===== src/rtl/act_pkg.sv =====
// Functional notes
// gain trim codes 0..15 map to -0.8 dB .. +0.7 dB, 0.1 dB per code.
// gain trim resets to code 8, meaning zero dB on channel four.
// gain trim low nibble is reserved; software writes zeros, reads return zeros.
// channel four delayed by phase trim code modulator cycles, 0 to 255.
// volume lock clear allows volume changes while powered; set blocks them.
// software should set volume lock at 384 kHz and above, multichannel.
// software keeps reserved dsp bit 6 at zero when writing.
// decimation response 0 linear, 1 low latency, 2 ultra-low, 3 reserved.
// summation code 1 outputs average of channels one and two; 0 disables.
// highpass select 0 picks programmable first-order recursive all-pass default.
// highpass codes 1, 2, 3 give cutoffs 0.00025, 0.002, 0.008 fs.
// highpass select resets to code 1, the lowest fixed cutoff.
// read/write fields read back last written value or reset value.
package act_pkg;
  localparam logic [7:0] ACT_OFS_GAIN_TRIM  = 8'h4E;
  localparam logic [7:0] ACT_OFS_PHASE_TRIM = 8'h4F;
  localparam logic [7:0] ACT_OFS_DSP_FIRST  = 8'h6B;

  localparam logic [7:0] ACT_RST_GAIN_TRIM  = 8'h80;
  localparam logic [7:0] ACT_RST_PHASE_TRIM = 8'h00;
  localparam logic [7:0] ACT_RST_DSP_FIRST  = 8'h01;

  localparam int ACT_POS_GAIN_TRIM    = 4;
  localparam int ACT_POS_VOLUME_LOCK  = 7;
  localparam int ACT_POS_DSP_RESERVED = 6;
  localparam int ACT_POS_DECIMATION   = 4;
  localparam int ACT_POS_SUMMATION    = 2;
  localparam int ACT_POS_HIGHPASS     = 0;

  localparam logic [4:0] ACT_GAIN_ZERO_CODE = 5'h08;
  localparam logic [1:0] ACT_SUM_AVERAGE    = 2'h1;
  localparam logic [1:0] ACT_HPF_PROGRAM    = 2'h0;

  typedef enum logic [1:0] {
    ACT_DECI_LINEAR    = 2'b00,
    ACT_DECI_LOW_LAT   = 2'b01,
    ACT_DECI_ULTRA_LOW = 2'b10,
    ACT_DECI_RESERVED  = 2'b11
  } act_deci_t;

  typedef struct packed {
    logic      volume_runtime_lock;
    logic      reserved_bit;
    act_deci_t decimation_response_select;
    logic [1:0] channel_summation_select;
    logic [1:0] highpass_select;
  } act_dsp_t;
endpackage


===== src/rtl/act_phase_delay.sv =====
`timescale 1ns/100ps
module act_phase_delay
  import act_pkg::*;
#(
  parameter int DEPTH = 256
)(
  input  wire logic       i_ref_clk,
  input  wire logic       i_resetn,
  input  wire logic       i_bit,
  input  wire logic [7:0] i_delay,
  output logic            o_bit
);
  logic [DEPTH-1:0] line;
  logic [DEPTH-1:0] next_line;
  logic             next_out;

  always_comb
  begin
    next_line = {line[DEPTH-2:0], i_bit};
    // code 0 passes straight, code n taps n cycles back
    if (i_delay == 8'h00)
    begin
      next_out = i_bit;
    end
    else
    begin
      next_out = line[i_delay - 8'h01];
    end
  end

  always_ff @(posedge i_ref_clk)
  begin
    if (!i_resetn)
    begin
      line  <= '0;
      o_bit <= 1'b0;
    end
    else
    begin
      line  <= next_line;
      o_bit <= next_out;
    end
  end
endmodule


===== src/rtl/act_config.sv =====
`timescale 1ns/100ps
module act_config
  import act_pkg::*;
#(
  parameter int SAMPLE_W = 24
)(
  input  wire logic                       i_ref_clk,
  input  wire logic                       i_resetn,
  input  wire logic [7:0]                 i_addr,
  input  wire logic [7:0]                 i_wdata,
  input  wire logic                       i_wr,
  input  wire logic                       i_rd,
  output logic      [7:0]                 o_rdata,
  output logic                            o_rd_valid,
  input  wire logic                       i_adc_powered,
  input  wire logic                       i_volume_wr,
  input  wire logic [7:0]                 i_volume_value,
  output logic      [7:0]                 o_digital_volume,
  output logic      [3:0]                 o_fourth_channel_gain_trim,
  output logic signed [4:0]               o_gain_trim_steps,
  output logic      [7:0]                 o_fourth_channel_phase_trim,
  input  wire logic                       i_ch4_bit,
  output logic                            o_ch4_bit,
  output act_dsp_t                        o_dsp,
  output logic                            o_hpf_programmable,
  input  wire logic signed [SAMPLE_W-1:0] i_first_channel,
  input  wire logic signed [SAMPLE_W-1:0] i_second_channel,
  output logic signed [SAMPLE_W-1:0]      o_sum_sample
);
  logic [3:0]                 gain_trim;
  logic [7:0]                 phase_trim;
  act_dsp_t                   dsp;
  logic [3:0]                 next_gain_trim;
  logic [7:0]                 next_phase_trim;
  act_dsp_t                   next_dsp;
  logic [7:0]                 next_rdata;
  logic [7:0]                 next_volume;
  logic signed [4:0]          next_steps;
  logic                       next_hpf_prog;
  logic signed [SAMPLE_W:0]   pair_sum;
  logic signed [SAMPLE_W-1:0] next_sum;

  function automatic logic [7:0] read_reg(input logic [7:0] addr, input logic [3:0] g,
                                          input logic [7:0] p, input act_dsp_t d);
    case (addr)
      ACT_OFS_GAIN_TRIM:  read_reg = {g, 4'h0};
      ACT_OFS_PHASE_TRIM: read_reg = p;
      ACT_OFS_DSP_FIRST:  read_reg = d;
      default:            read_reg = 8'h00;
    endcase
  endfunction

  always_comb
  begin
    next_gain_trim  = gain_trim;
    next_phase_trim = phase_trim;
    next_dsp        = dsp;
    if (i_wr)
    begin
      case (i_addr)
        ACT_OFS_GAIN_TRIM:  next_gain_trim = i_wdata[ACT_POS_GAIN_TRIM +: 4];
        ACT_OFS_PHASE_TRIM: next_phase_trim = i_wdata;
        ACT_OFS_DSP_FIRST:  next_dsp = act_dsp_t'(i_wdata);
        default:            next_dsp = dsp;
      endcase
    end
    next_rdata = read_reg(i_addr, gain_trim, phase_trim, dsp);
    // code minus eight gives tenths of a dB
    next_steps = signed'({1'b0, next_gain_trim}) - signed'(ACT_GAIN_ZERO_CODE);
    next_hpf_prog = (next_dsp.highpass_select == ACT_HPF_PROGRAM);
    next_volume = o_digital_volume;
    if (i_volume_wr && !(dsp.volume_runtime_lock && i_adc_powered))
    begin
      next_volume = i_volume_value;
    end
    pair_sum = (SAMPLE_W+1)'(i_first_channel) + (SAMPLE_W+1)'(i_second_channel);
    if (dsp.channel_summation_select == ACT_SUM_AVERAGE)
    begin
      next_sum = pair_sum[SAMPLE_W:1];
    end
    else
    begin
      next_sum = i_first_channel;
    end
  end

  always_ff @(posedge i_ref_clk)
  begin
    if (!i_resetn)
    begin
      gain_trim                   <= ACT_RST_GAIN_TRIM[7:4];
      phase_trim                  <= ACT_RST_PHASE_TRIM;
      dsp                         <= act_dsp_t'(ACT_RST_DSP_FIRST);
      o_rdata                     <= 8'h00;
      o_rd_valid                  <= 1'b0;
      o_digital_volume            <= 8'h00;
      o_fourth_channel_gain_trim  <= ACT_RST_GAIN_TRIM[7:4];
      o_gain_trim_steps           <= 5'sh00;
      o_fourth_channel_phase_trim <= ACT_RST_PHASE_TRIM;
      o_dsp                       <= act_dsp_t'(ACT_RST_DSP_FIRST);
      o_hpf_programmable          <= 1'b0;
      o_sum_sample                <= '0;
    end
    else
    begin
      gain_trim                   <= next_gain_trim;
      phase_trim                  <= next_phase_trim;
      dsp                         <= next_dsp;
      o_rdata                     <= i_rd ? next_rdata : 8'h00;
      o_rd_valid                  <= i_rd;
      o_digital_volume            <= next_volume;
      o_fourth_channel_gain_trim  <= next_gain_trim;
      o_gain_trim_steps           <= next_steps;
      o_fourth_channel_phase_trim <= next_phase_trim;
      o_dsp                       <= next_dsp;
      o_hpf_programmable          <= next_hpf_prog;
      o_sum_sample                <= next_sum;
    end
  end

  act_phase_delay #(
    .DEPTH (256)
  ) u_delay (
    .i_ref_clk (i_ref_clk),
    .i_resetn  (i_resetn),
    .i_bit     (i_ch4_bit),
    .i_delay   (phase_trim),
    .o_bit     (o_ch4_bit)
  );
endmodule


===== config.mk =====
export PLATFORM = sky130hd
export DESIGN_NAME = act_config
export DESIGN_NICKNAME = d
export VERILOG_FILES = /design/src/rtl/act_pkg.sv /design/src/rtl/act_phase_delay.sv /design/src/rtl/act_config.sv
export SDC_FILE = /design/constraint.sdc
export NUM_CORES = 1
export LEC_CHECK = 0
export BUFFER_PORTS_ARGS = -buffer_cell sky130_fd_sc_hd__clkbuf_2
export CORE_MARGIN = 4
export CORE_UTILIZATION = 56
export CTS_CLUSTER_DIAMETER = 80
export CTS_CLUSTER_SIZE = 10
export DETAILED_ROUTE_END_ITERATION = 6
export GPL_TIMING_DRIVEN = 0
export PLACE_DENSITY = 0.75
export SLEW_MARGIN = 0
export SYNTH_ARGS = -nofsm -noshare
export SYNTH_HDL_FRONTEND = slang
export SYNTH_HIERARCHICAL = 1
export SYNTH_SLANG_ARGS = --single-unit

===== constraint.sdc =====
create_clock -name i_ref_clk -period 7.49 [get_ports i_ref_clk]
set_input_delay 1.498 -clock i_ref_clk [delete_from_list [all_inputs] [get_ports i_ref_clk]]
set_output_delay 1.498 -clock i_ref_clk [all_outputs]
set_load 0.01 [all_outputs]

== Word-level counts from Yosys, hierarchy flattened ==
Index checks and enable logic that the tools add are counted.

* Equality and inequality tests: 4
* Multiplexer cells: 9
* Add/sub/neg operators: 3
* Order comparisons: 1
* Reductions and logical operators: 8

{| class="wikitable"
|+ Operators by type and width
! cell !! count
|-
| $add A24 B24 Y25 || 1
|-
| $eq A8 B7 Y1 const B || 3
|-
| $mux W24 || 1
|-
| $pmux W8 S3 || 1
|-
| $lt A8 B9 Y1 const B || 1
|-
| $bmux W1 S8 || 1
|-
| $logic_not A8 Y1 || 1
|-
| $mux W4 || 2
|-
| $sub A8 B1 Y8 const B || 1
|-
| $reduce_and A2 Y1 || 3
|-
| $sub A4 B4 Y5 const B || 1
|-
| $mux W2 || 2
|-
| $eq A2 B1 Y1 const B || 1
|-
| $logic_and A1 B1 Y1 || 2
|-
| $logic_not A2 Y1 || 1
|-
| $mux W1 || 2
|-
| $logic_not A1 Y1 || 1
|}

* Bits of input ports: 79
* Output and inout bits: 68
* Flip-flop bits (word level): 324

== Longest topological paths before layout ==
Gate-level depths: netlist of the first run.

* Depth in word-level cells: 4
* Gate-level depth with buffers: 14
* Depth with buffers taken out: 10

== Hierarchy ==
The synthesis of the first run kept the hierarchy.

{| class="wikitable"
|+ Modules (own cells, without submodules)
! module !! area an instance (um2) !! instances !! cells an instance
|-
| act_phase_delay || 9,516.6 || 1 || 862
|-
| act_config || 3,539.6 || 1 || 420
|}

== Least setup slack after synthesis of the first run ==
Ideal clock, no wire load.

* Kind: input to register
* Start: in i_first_channel[16]
* End: reg o_sum_sample[22]
* Data required time: 7,363 ps
* Setup slack: 4,269 ps
* Arrival: 3,094 ps
* Cell stages on the path: 8
* Path through: ha_1 > a211o_1 > a2111oi_2 > nor3_1 > a211o_1 > a41oi_2 > xor2_1 > o21ai_1

* Word-level cells in the longest chain between the ends: 2

{| class="wikitable"
|+ RTL lines
! what !! RTL line !! source
|-
| start: declaration || act_config.sv:26 || <nowiki>input wire logic signed [SAMPLE_W-1:0] i_first_channel,</nowiki>
|-
| $add A24 B24 Y25 || act_config.sv:76 || <nowiki>pair_sum = (SAMPLE_W+1)'(i_first_channel) + (SAMPLE_W+1)'(i_second_channel);</nowiki>
|-
| $mux W24 || act_config.sv:77 || <nowiki>if (dsp.channel_summation_select == ACT_SUM_AVERAGE)</nowiki>
|-
| end signal: assignment || act_config.sv:117 || <nowiki>o_sum_sample <= next_sum;</nowiki>
|-
| end: declaration || act_config.sv:28 || <nowiki>output logic signed [SAMPLE_W-1:0] o_sum_sample</nowiki>
|}

Every way passes these cells.
A chain may end at the register's enable or synchronous reset.

== Final worst setup path of the first run ==
* Start: reg phase_trim[1]
* End: reg u_delay.o_bit

* Word-level cells in the longest chain between the ends: 4

{| class="wikitable"
|+ RTL lines
! what !! RTL line !! source
|-
| start: declaration || act_config.sv:31 || <nowiki>logic [7:0] phase_trim;</nowiki>
|-
| start signal: assignment || act_config.sv:107 || <nowiki>phase_trim <= next_phase_trim;</nowiki>
|-
| $sub A8 B1 Y8 || act_phase_delay.sv:27 || <nowiki>next_out = line[i_delay - 8'h01];</nowiki>
|-
| $bmux W1 S8 || act_phase_delay.sv:27 ||
|-
| $mux W1 (implied by the code) || act_phase_delay.sv:27 ||
|-
| $mux W1 (*) || act_phase_delay.sv:21 || <nowiki>if (i_delay == 8'h00)</nowiki>
|-
| end signal: assignment || act_phase_delay.sv:41 || <nowiki>o_bit <= next_out;</nowiki>
|-
| end: declaration || act_phase_delay.sv:11 || <nowiki>output logic o_bit</nowiki>
|}

Every way passes the cells marked *; elsewhere a longest branch is shown, timed or not. The select of a mux whose other input is x is not followed.

==> results of run 1 <==
synthesized netlist by cell type (all sizes together) (21+ instances only):
master     n  area share
clkbuf    43       0.012
dfxtp    320        0.49
buf       37       0.019
o21ai     35       0.014
a21boi    27       0.016
nand3     22      0.0084
mux2i     40       0.031
o22ai     32       0.015
ha        25       0.024
nor2      30      0.0088
a21oi     21      0.0080
mux2      70       0.060
a211oi    34       0.020
and2     268        0.13
a2111oi   30       0.021
nor2b     35       0.017
nand2     79       0.023
area by class of cell:
class                   count  area share
flip-flops and latches    320      0.4225
multi-input cells         873      0.4097
clock buffers              39     0.06436
clock inverters             1   0.0005776
inverters                   9    0.002228
well taps                 313     0.02583
plain buffers              80     0.02665
repair buffers            146     0.04819
sequential cells by signal (all words and copies together), names as in the netlist:
name,flops
o_digital_volume,8
u_delay/line,256
gain_trim,1
o_rdata,8
o_sum_sample,24
u_delay/o_bit,1
o_rd_valid,1
dsp,8
o_gain_trim_steps,4
phase_trim,8
o_hpf_programmable,1
worst paths after layout:
path | start | end | slack, ns | cells past startpoint
max | phase_trim[1]$_SDFFE_PN0P_ | u_delay/o_bit$_SDFF_PN0_ | 3.57 | 11
min reg2reg | u_delay/line[247]$_SDFF_PN0_ | u_delay/line[248]$_SDFF_PN0_ | 0.44 | 1
max reg2reg | phase_trim[1]$_SDFFE_PN0P_ | u_delay/o_bit$_SDFF_PN0_ | 3.57 | 11
min | u_delay/line[247]$_SDFF_PN0_ | u_delay/line[248]$_SDFF_PN0_ | 0.44 | 1
cells by family after synthesis:
family | after synthesis | share of synthesized area
simple gates | 483 | 0.2148
flops | 320 | 0.4907
compound gates | 228 | 0.1259
mux | 110 | 0.09104
buf+inv | 89 | 0.03354
xor+xnor | 26 | 0.01859
fa+ha+maj | 26 | 0.02549
placed cells by master, fill, tap and decap left out, types with 32 or more instances in the layout:
cell | netlist | final
sky130_fd_sc_hd__o22ai_1 | 32 | 32
sky130_fd_sc_hd__nor2b_1 | 35 | 35
sky130_fd_sc_hd__mux2i_1 | 40 | 40
sky130_fd_sc_hd__clkbuf_2 | 0 | 146
sky130_fd_sc_hd__clkbuf_1 | 43 | 43
sky130_fd_sc_hd__dfxtp_1 | 320 | 320
sky130_fd_sc_hd__nand2_1 | 76 | 76
sky130_fd_sc_hd__mux2_2 | 70 | 70
sky130_fd_sc_hd__clkbuf_16 | 0 | 39
sky130_fd_sc_hd__a211oi_1 | 33 | 33
sky130_fd_sc_hd__and2_1 | 267 | 267
metrics by stage:
stage | setup WS (ns) | util | std cells | hold WS [ns]
detailed placement | 3.630 | 0.6225 | 1741 | 0.4351
CTS | 3.614 | 0.6657 | 1781 | 0.4392
floorplan | 4.269 | - | 1282 | 0.4214
finish | 3.570 | 0.6657 | 1781 | 0.4421
global placement | 3.621 | 0.6225 | 1741 | 0.4261
global route | 3.370 | 0.6657 | 1781 | 0.4627
routing by layer:
metal | share of wire | vias up | global-route usage
li1 | - | 4816 | -
met1 | 0.44 | 4720 | 0.3405
met2 | 0.46 | 344 | 0.4269
met3 | 0.067 | 75 | 0.05799
met4 | 0.027 | 0 | 0.08686
met5 | 0 | - | 0
power by group through the flow:
stage	clock [mW]	combinational (mW)	sequential, mW
after floorplan	0	0.123	1.76
after global routing	1.64	0.228	1.72
after detailed placement	0	0.202	1.75
after CTS	1.57	0.204	1.72
after global placement	0	0.201	1.75
final	1.54	0.207	1.72
==> key figures, run 1 <==
Drt
  • Detailed-route via count: 9,955
  • Pre-antenna DRT Iters: 5
  • Wirelength per Cell: 18.93 um
  • Violation count after the first detailed-route iteration: 561
  • Remaining DRCs: 0
  • Count of nets left with antenna violations after detail routing: 0
  • Via/cell ratio: between 5 and 6
  • Wire length after detailed routing: 33,710 um

Pwr
  • Total power consumption of the routed design: 3.466 mW
  • Share of power burned in the clock network: 0.445
  • Sw Ratio: 0.2186
  • Sw Pwr: approximately 0.76 mW
  • Sequential cell fraction of total power: 0.496
  • Max IR drop VDD: ~0.17 mV
  • Power density over the cells: 228.6 nW/um2
  • Comb power frac: 0.060
  • Leakage component of the power: 6.303 nW
  • Cell-internal power: 2.709 mW

Timing
  • Final worst path period share: 0.5233
  • Peak clock frequency supported by timing: between 200 and 300 MHz
  • Total negative slack: 0 ns
  • Worst Max-Slew Pin Slew: 1.023 ns
  • Hold Violations, Final: 0
  • RSZ-0062 raised after global routing: no
  • Setup Skew: 0.01434 ns
  • Worst max-slew margin expressed relative to the limit: 0.3142
  • Min Clock Period, post-route: between 3 and 4 ns
  • Count of final setup violators: 0
  • Max-slew violations: 0

GRT
  • Global-route wire length before repair: 54,480 um
  • Total track usage: 0.2595
  • Antenna violations before repair: 0
  • Via count of the first global-routing pass: 10,337
  • Total overflow reported by the global router: 0
  • Maximum number of pins on one net before global-route repair: 11

Setup path
  • Buf/Inv on CP: 4
  • Crit-path most repeated cell: sky130_fd_sc_hd__buf_2
  • Longest individual stage delay on the worst path: 0.54 ns
  • Required time at the worst-slack endpoint: 7.92 ns
  • Largest delay contributor family on the critical path: buffers and inverters
  • Critical path launch point type: register
  • Kind of end point of the critical path: register
  • Critical-path cell with the highest stage delay: sky130_fd_sc_hd__dfxtp_1
  • Crit path kind: register to register
  • Cell-by-cell listing of the critical path: inv_1 > ha_1 > buf_2 > buf_2 > buf_2 > a211oi_1 > a2111oi_0 > nor4_1 > nor3b_1 > nor4b_1 > a311o_1
  • Maximum fanout along the worst path: 10
  • Arrival time of data at the critical path endpoint: 4.35 ns

Outcome
  • Status: finished, final reports clean

Placed design
  • Count of buffers inserted at the top-level ports: between 100 and 150
  • Global placer's final weighted congestion: around 0.90
  • Detail Placement HPWL: between 20,000 and 25,000 um
  • Total placed instance area: 14,180 um2

Synth
  • Synthesized area divided by synthesized cell count: 10.18 um2
  • Post-synth ARST share: 0
  • Number of enable flip-flop cells after synthesis: 0
  • Number of standard cells after synthesis: 1,282
  • Count of different cell masters after synthesis: 73
  • Syn_nets: roughly 1,400
  • Share of the yosys chip area belonging to registers: 0.4907
  • Register bit total from synthesis: between 300 and 400
  • Synthesis warning total: 6
  • Netlist Area Pre-Place: 13,060 um2
  • Top_reg_cell synth: sky130_fd_sc_hd__dfxtp_1

Clock tree
  • Skew-Pair Late Insertion Delay: 0.51 ns
  • Cell at the root of the clock tree: sky130_fd_sc_hd__clkbuf_16
  • CTS HTree Levels: 2
  • Post-CTS setup repair buffer count: 0
  • CTS tree: done
  • CTS Buf Count: 37
  • Number of hold-repair buffers added at the cts stage: 0
  • CTS clk-pin slew, worst paths: 0.05 ns
  • Number of buffers on the longest clock path: 3
  • CTS Sinks: 320
  • Number of cells upsized or downsized after cts: 0

Die
  • Initial Utilization: 0.5732
  • Io pins: about 150
  • CORE AREA: 22,780 um2
  • Count of standard-cell rows: 55
  • Die width: 160.7 um
  • Height of the die: 160.7 um
  • Die area: roughly 26,000 um2

Finish
  • Area of all sequential standard cells: around 6400 um2
  • Layout Area Growth over Synthesis: 16.14%
  • Post-layout nets: 1,572
  • Final standard cell area without fillers: between 15,000 and 20,000 um2
  • Fraction of layout instances using a drive strength above 1: 0.2200
  • Antenna diodes: 0
  • Fill cell count: 1,795
  • Area taken by multi-input logic gates: ~6200 um2

Hold path
  • Tightest Hold Check Type: register to register

Flow run
  • Max-cap violations: 0
Power figures use the tool's default switching activity.
==> run 2: changes to the inputs <==
--- a/config.mk
+++ b/config.mk
@@ -7,12 +7,12 @@
 export LEC_CHECK = 0
 export BUFFER_PORTS_ARGS = -buffer_cell sky130_fd_sc_hd__clkbuf_2
 export CORE_MARGIN = 4
-export CORE_UTILIZATION = 56
+export CORE_UTILIZATION = 53
 export CTS_CLUSTER_DIAMETER = 80
 export CTS_CLUSTER_SIZE = 10
 export DETAILED_ROUTE_END_ITERATION = 6
 export GPL_TIMING_DRIVEN = 0
-export PLACE_DENSITY = 0.75
+export PLACE_DENSITY = 0.74
 export SLEW_MARGIN = 0
 export SYNTH_ARGS = -nofsm -noshare
 export SYNTH_HDL_FRONTEND = slang
==> constraint.sdc (replaced) <==
create_clock -name i_ref_clk -period 3.32 [get_ports i_ref_clk]
set_input_delay 0.664 -clock i_ref_clk [delete_from_list [all_inputs] [get_ports i_ref_clk]]
set_output_delay 0.664 -clock i_ref_clk [all_outputs]
set_load 0.01 [all_outputs]
==> key figures, run 2 (synthesis gave the netlist of run 1 again) <==
Outcome
  • Status: finished, final reports clean

GRT
  • Maximum number of pins on one net before global-route repair: 11 (unchanged)
  • Global routing met1 resource utilization: 0.3316 (-0.008828)
  • Antenna violations before repair: 0 (unchanged)
  • Met3 GRT Util: 0.05615 (-0.001842)
  • Fraction of met2 tracks used by global routing: 0.4091 (-0.01784)
  • Total overflow reported by the global router: 0 (unchanged)
  • Layer carrying the most global-route usage: met2
  • Total track usage: 0.2522 (-0.007282)
  • Via count of the first global-routing pass: 10,360 (+0.22%)
  • Global-route wire length before repair: 54,570 um (+0.17%)

Finish
  • Final standard cell area without fillers: 15,510 um2 (+2.3%)
  • Leading registers by flop count: u_delay/line x256, o_sum_sample x24
  • Antenna diodes: 0 (unchanged)
  • Leading cell type in the layout, fill and taps excluded: sky130_fd_sc_hd__dfxtp_1
  • Top reg by flops: u_delay/line
  • Max FFs per register: 256 (unchanged)
  • Most used cells in the layout excluding fill and tap cells: sky130_fd_sc_hd__dfxtp_1, sky130_fd_sc_hd__and2_1, sky130_fd_sc_hd__clkbuf_2
  • Final core area utilization: 0.6398 (-0.02591)
  • Fill cell count: 2,008 (+12%)
  • Fraction of layout instances using a drive strength above 1: 0.2424 (+0.02234)
  • Layout Area Growth over Synthesis: 18.82%
  • Post-layout nets: 1,577 (+0.32%)

Timing
  • Peak clock frequency supported by timing: 306.5 MHz (+20%)
  • Count of final setup violators: 0 (unchanged)
  • Min Clock Period, post-route: 3.263 ns (-0.6565 ns)
  • Worst max-slew margin expressed relative to the limit: 0.5698 (+0.2556)
  • Final worst path period share: 0.9829 (+0.4595)
  • Setup Skew: 0.01540 ns (+0.001067 ns)
  • Hold Violations, Final: 0 (unchanged)
  • Worst Max-Slew Pin Slew: 0.6453 ns (-0.3778 ns)
  • Max-slew violations: 0 (unchanged)

Placed design
  • Count of buffers inserted at the top-level ports: 146 (unchanged)
  • Detail Placement HPWL: 23,670 um (+1.2%)
  • Global placer's final weighted congestion: 0.9159 (+1.8%)
  • Total placed instance area: 14,190 um2 (about the same)

Drt
  • Pre-antenna DRT Iters: 7 (+2)
  • Via/cell ratio: 5.597 (+0.13%)
  • Wirelength per Cell: 19.31 um (+2.0%)
  • Remaining DRCs: 0 (unchanged)
  • Detailed-route via count: 10,057 (+1.0%)
  • Wire length after detailed routing: 34,690 um (+2.9%)
  • Count of nets left with antenna violations after detail routing: 0 (unchanged)
  • Violation count after the first detailed-route iteration: 601 (+7.1%)

Clock tree
  • CTS HTree Levels: 2 (unchanged)
  • Number of hold-repair buffers added at the cts stage: 0 (unchanged)
  • CTS Sinks: 320 (unchanged)
  • Skew-Pair Late Insertion Delay: 0.51 ns (about the same)
  • Cell at the root of the clock tree: sky130_fd_sc_hd__clkbuf_16
  • CTS Buf Count: 37 (unchanged)
  • Number of buffers on the longest clock path: 3 (unchanged)
  • CTS tree: done
  • CTS clk-pin slew, worst paths: 0.05 ns (about the same)

Setup path
  • Kind of end point of the critical path: register
  • Crit path kind: register to register
  • Arrival time of data at the critical path endpoint: 3.66 ns (-0.69 ns)
  • Maximum fanout along the worst path: 10 (unchanged)
  • Critical path launch point type: register
  • Required time at the worst-slack endpoint: 3.72 ns (-4.20 ns)

Die
  • Die area: 27,210 um2 (+5.4%)
  • CORE AREA: 24,250 um2 (+6.5%)
  • Die width: 165.0 um (+2.7%)
  • Io pins: 147 (unchanged)
  • Count of standard-cell rows: 57 (+3.6%)
  • Initial Utilization: 0.5384 (-0.03475)
  • Height of the die: 165.0 um (+2.7%)

Pwr
  • Leakage component of the power: 6.378 nW (+1.2%)
  • Power density over the cells: 502.2 nW/um2 (+120%)
  • Max IR drop VDD: 0.3901 mV (+130%)

Flow run
  • Max-cap violations: 0 (unchanged)

Hold path
  • Tightest Hold Check Type: primary input to register
==> run 2: cell types whose count changed in the layout (fill, tap and decap cells not counted), sizes merged <==
cell and delta:
clkbuf -1, inv +2, buf +4
==> run 2: final timing paths <==
kind                                      endpoint                         start  depth (start not counted)  slack [ns]
setup / recovery          u_delay/o_bit$_SDFF_PN0_    phase_trim[0]$_SDFFE_PN0P_                         13        0.06
hold / removal    o_digital_volume[0]$_SDFFE_PN0P_             i_volume_value[0]                          3        0.39
setup reg to reg          u_delay/o_bit$_SDFF_PN0_    phase_trim[0]$_SDFFE_PN0P_                         13        0.06
hold reg to reg       u_delay/line[176]$_SDFF_PN0_  u_delay/line[175]$_SDFF_PN0_                          1        0.44
==> run 2: routing by layer <==
layer | vias to the layer above | part of all wire
met3 | 70 | 0.064
li1 | 4812 | -
met5 | - | 0
met2 | 347 | 0.46
met4 | 0 | 0.025
met1 | 4828 | 0.45
==> run 2: critical path: stages (launching register included) <==
cell and delay (ns):
sky130_fd_sc_hd__dfxtp_2 0.37, sky130_fd_sc_hd__buf_6 0.16, sky130_fd_sc_hd__inv_1 0.10, sky130_fd_sc_hd__ha_1 0.20, sky130_fd_sc_hd__buf_4 0.18, sky130_fd_sc_hd__xor2_4 0.24
sky130_fd_sc_hd__nand2_2 0.17, sky130_fd_sc_hd__clkbuf_4 0.27, sky130_fd_sc_hd__a211oi_1 0.27, sky130_fd_sc_hd__a2111oi_1 0.10, sky130_fd_sc_hd__nor4_2 0.40, sky130_fd_sc_hd__mux2_2 0.25
sky130_fd_sc_hd__a211oi_1 0.07, sky130_fd_sc_hd__a311o_1 0.36
==> run 2: area by class of cell <==
type                            instances  area, um2  area share
Clock buffer                           37      925.9     0.05968
Clock inverter                          3      37.54    0.002420
Timing Repair Buffer                  151      768.2     0.04952
Buffer                                 80      529.3     0.03412
Multi-Input combinational cell        873       6405      0.4129
Sequential cell                       320       6409      0.4131
Inverter                                9      33.78    0.002178
Tap cell                              324      405.4     0.02613
==> run 2: power breakdown <==
group	internal (mW)	total [mW]	switching [mW]
sequential	3.87	3.88	0.00924
clock	1.98	3.44	1.46
combinational	0.187	0.472	0.285
total	6.04	7.79	1.76
==> run 2: metrics by stage <==
| step | hold WS [ns] | total power [mW] | cells | worst slack (ns) | setup TNS [ns] |
|---|---|---|---|---|---|
| after global placement | 0.4279 | 4.417 | 1752 | -0.6330 | -0.6330 |
| after floorplan | 0.4214 | 4.246 | 1282 | 0.4765 | 0 |
| after global routing | 0.3727 | 8.049 | 1797 | -0.02022 | -0.02022 |
| final | 0.3891 | 7.792 | 1797 | 0.05692 | 0 |
| after detailed placement | 0.4317 | 4.418 | 1752 | -0.6141 | -0.6141 |
| after CTS | 0.3682 | 7.846 | 1792 | 0.001054 | 0 |
==> run 2: repair_timing <==
item	4_1_cts	5_1_grt
endpoints found under the setup margin	1	1
pin swaps	2	5
resized for setup	43	48
cloned	0	0
buffers inserted	0	5
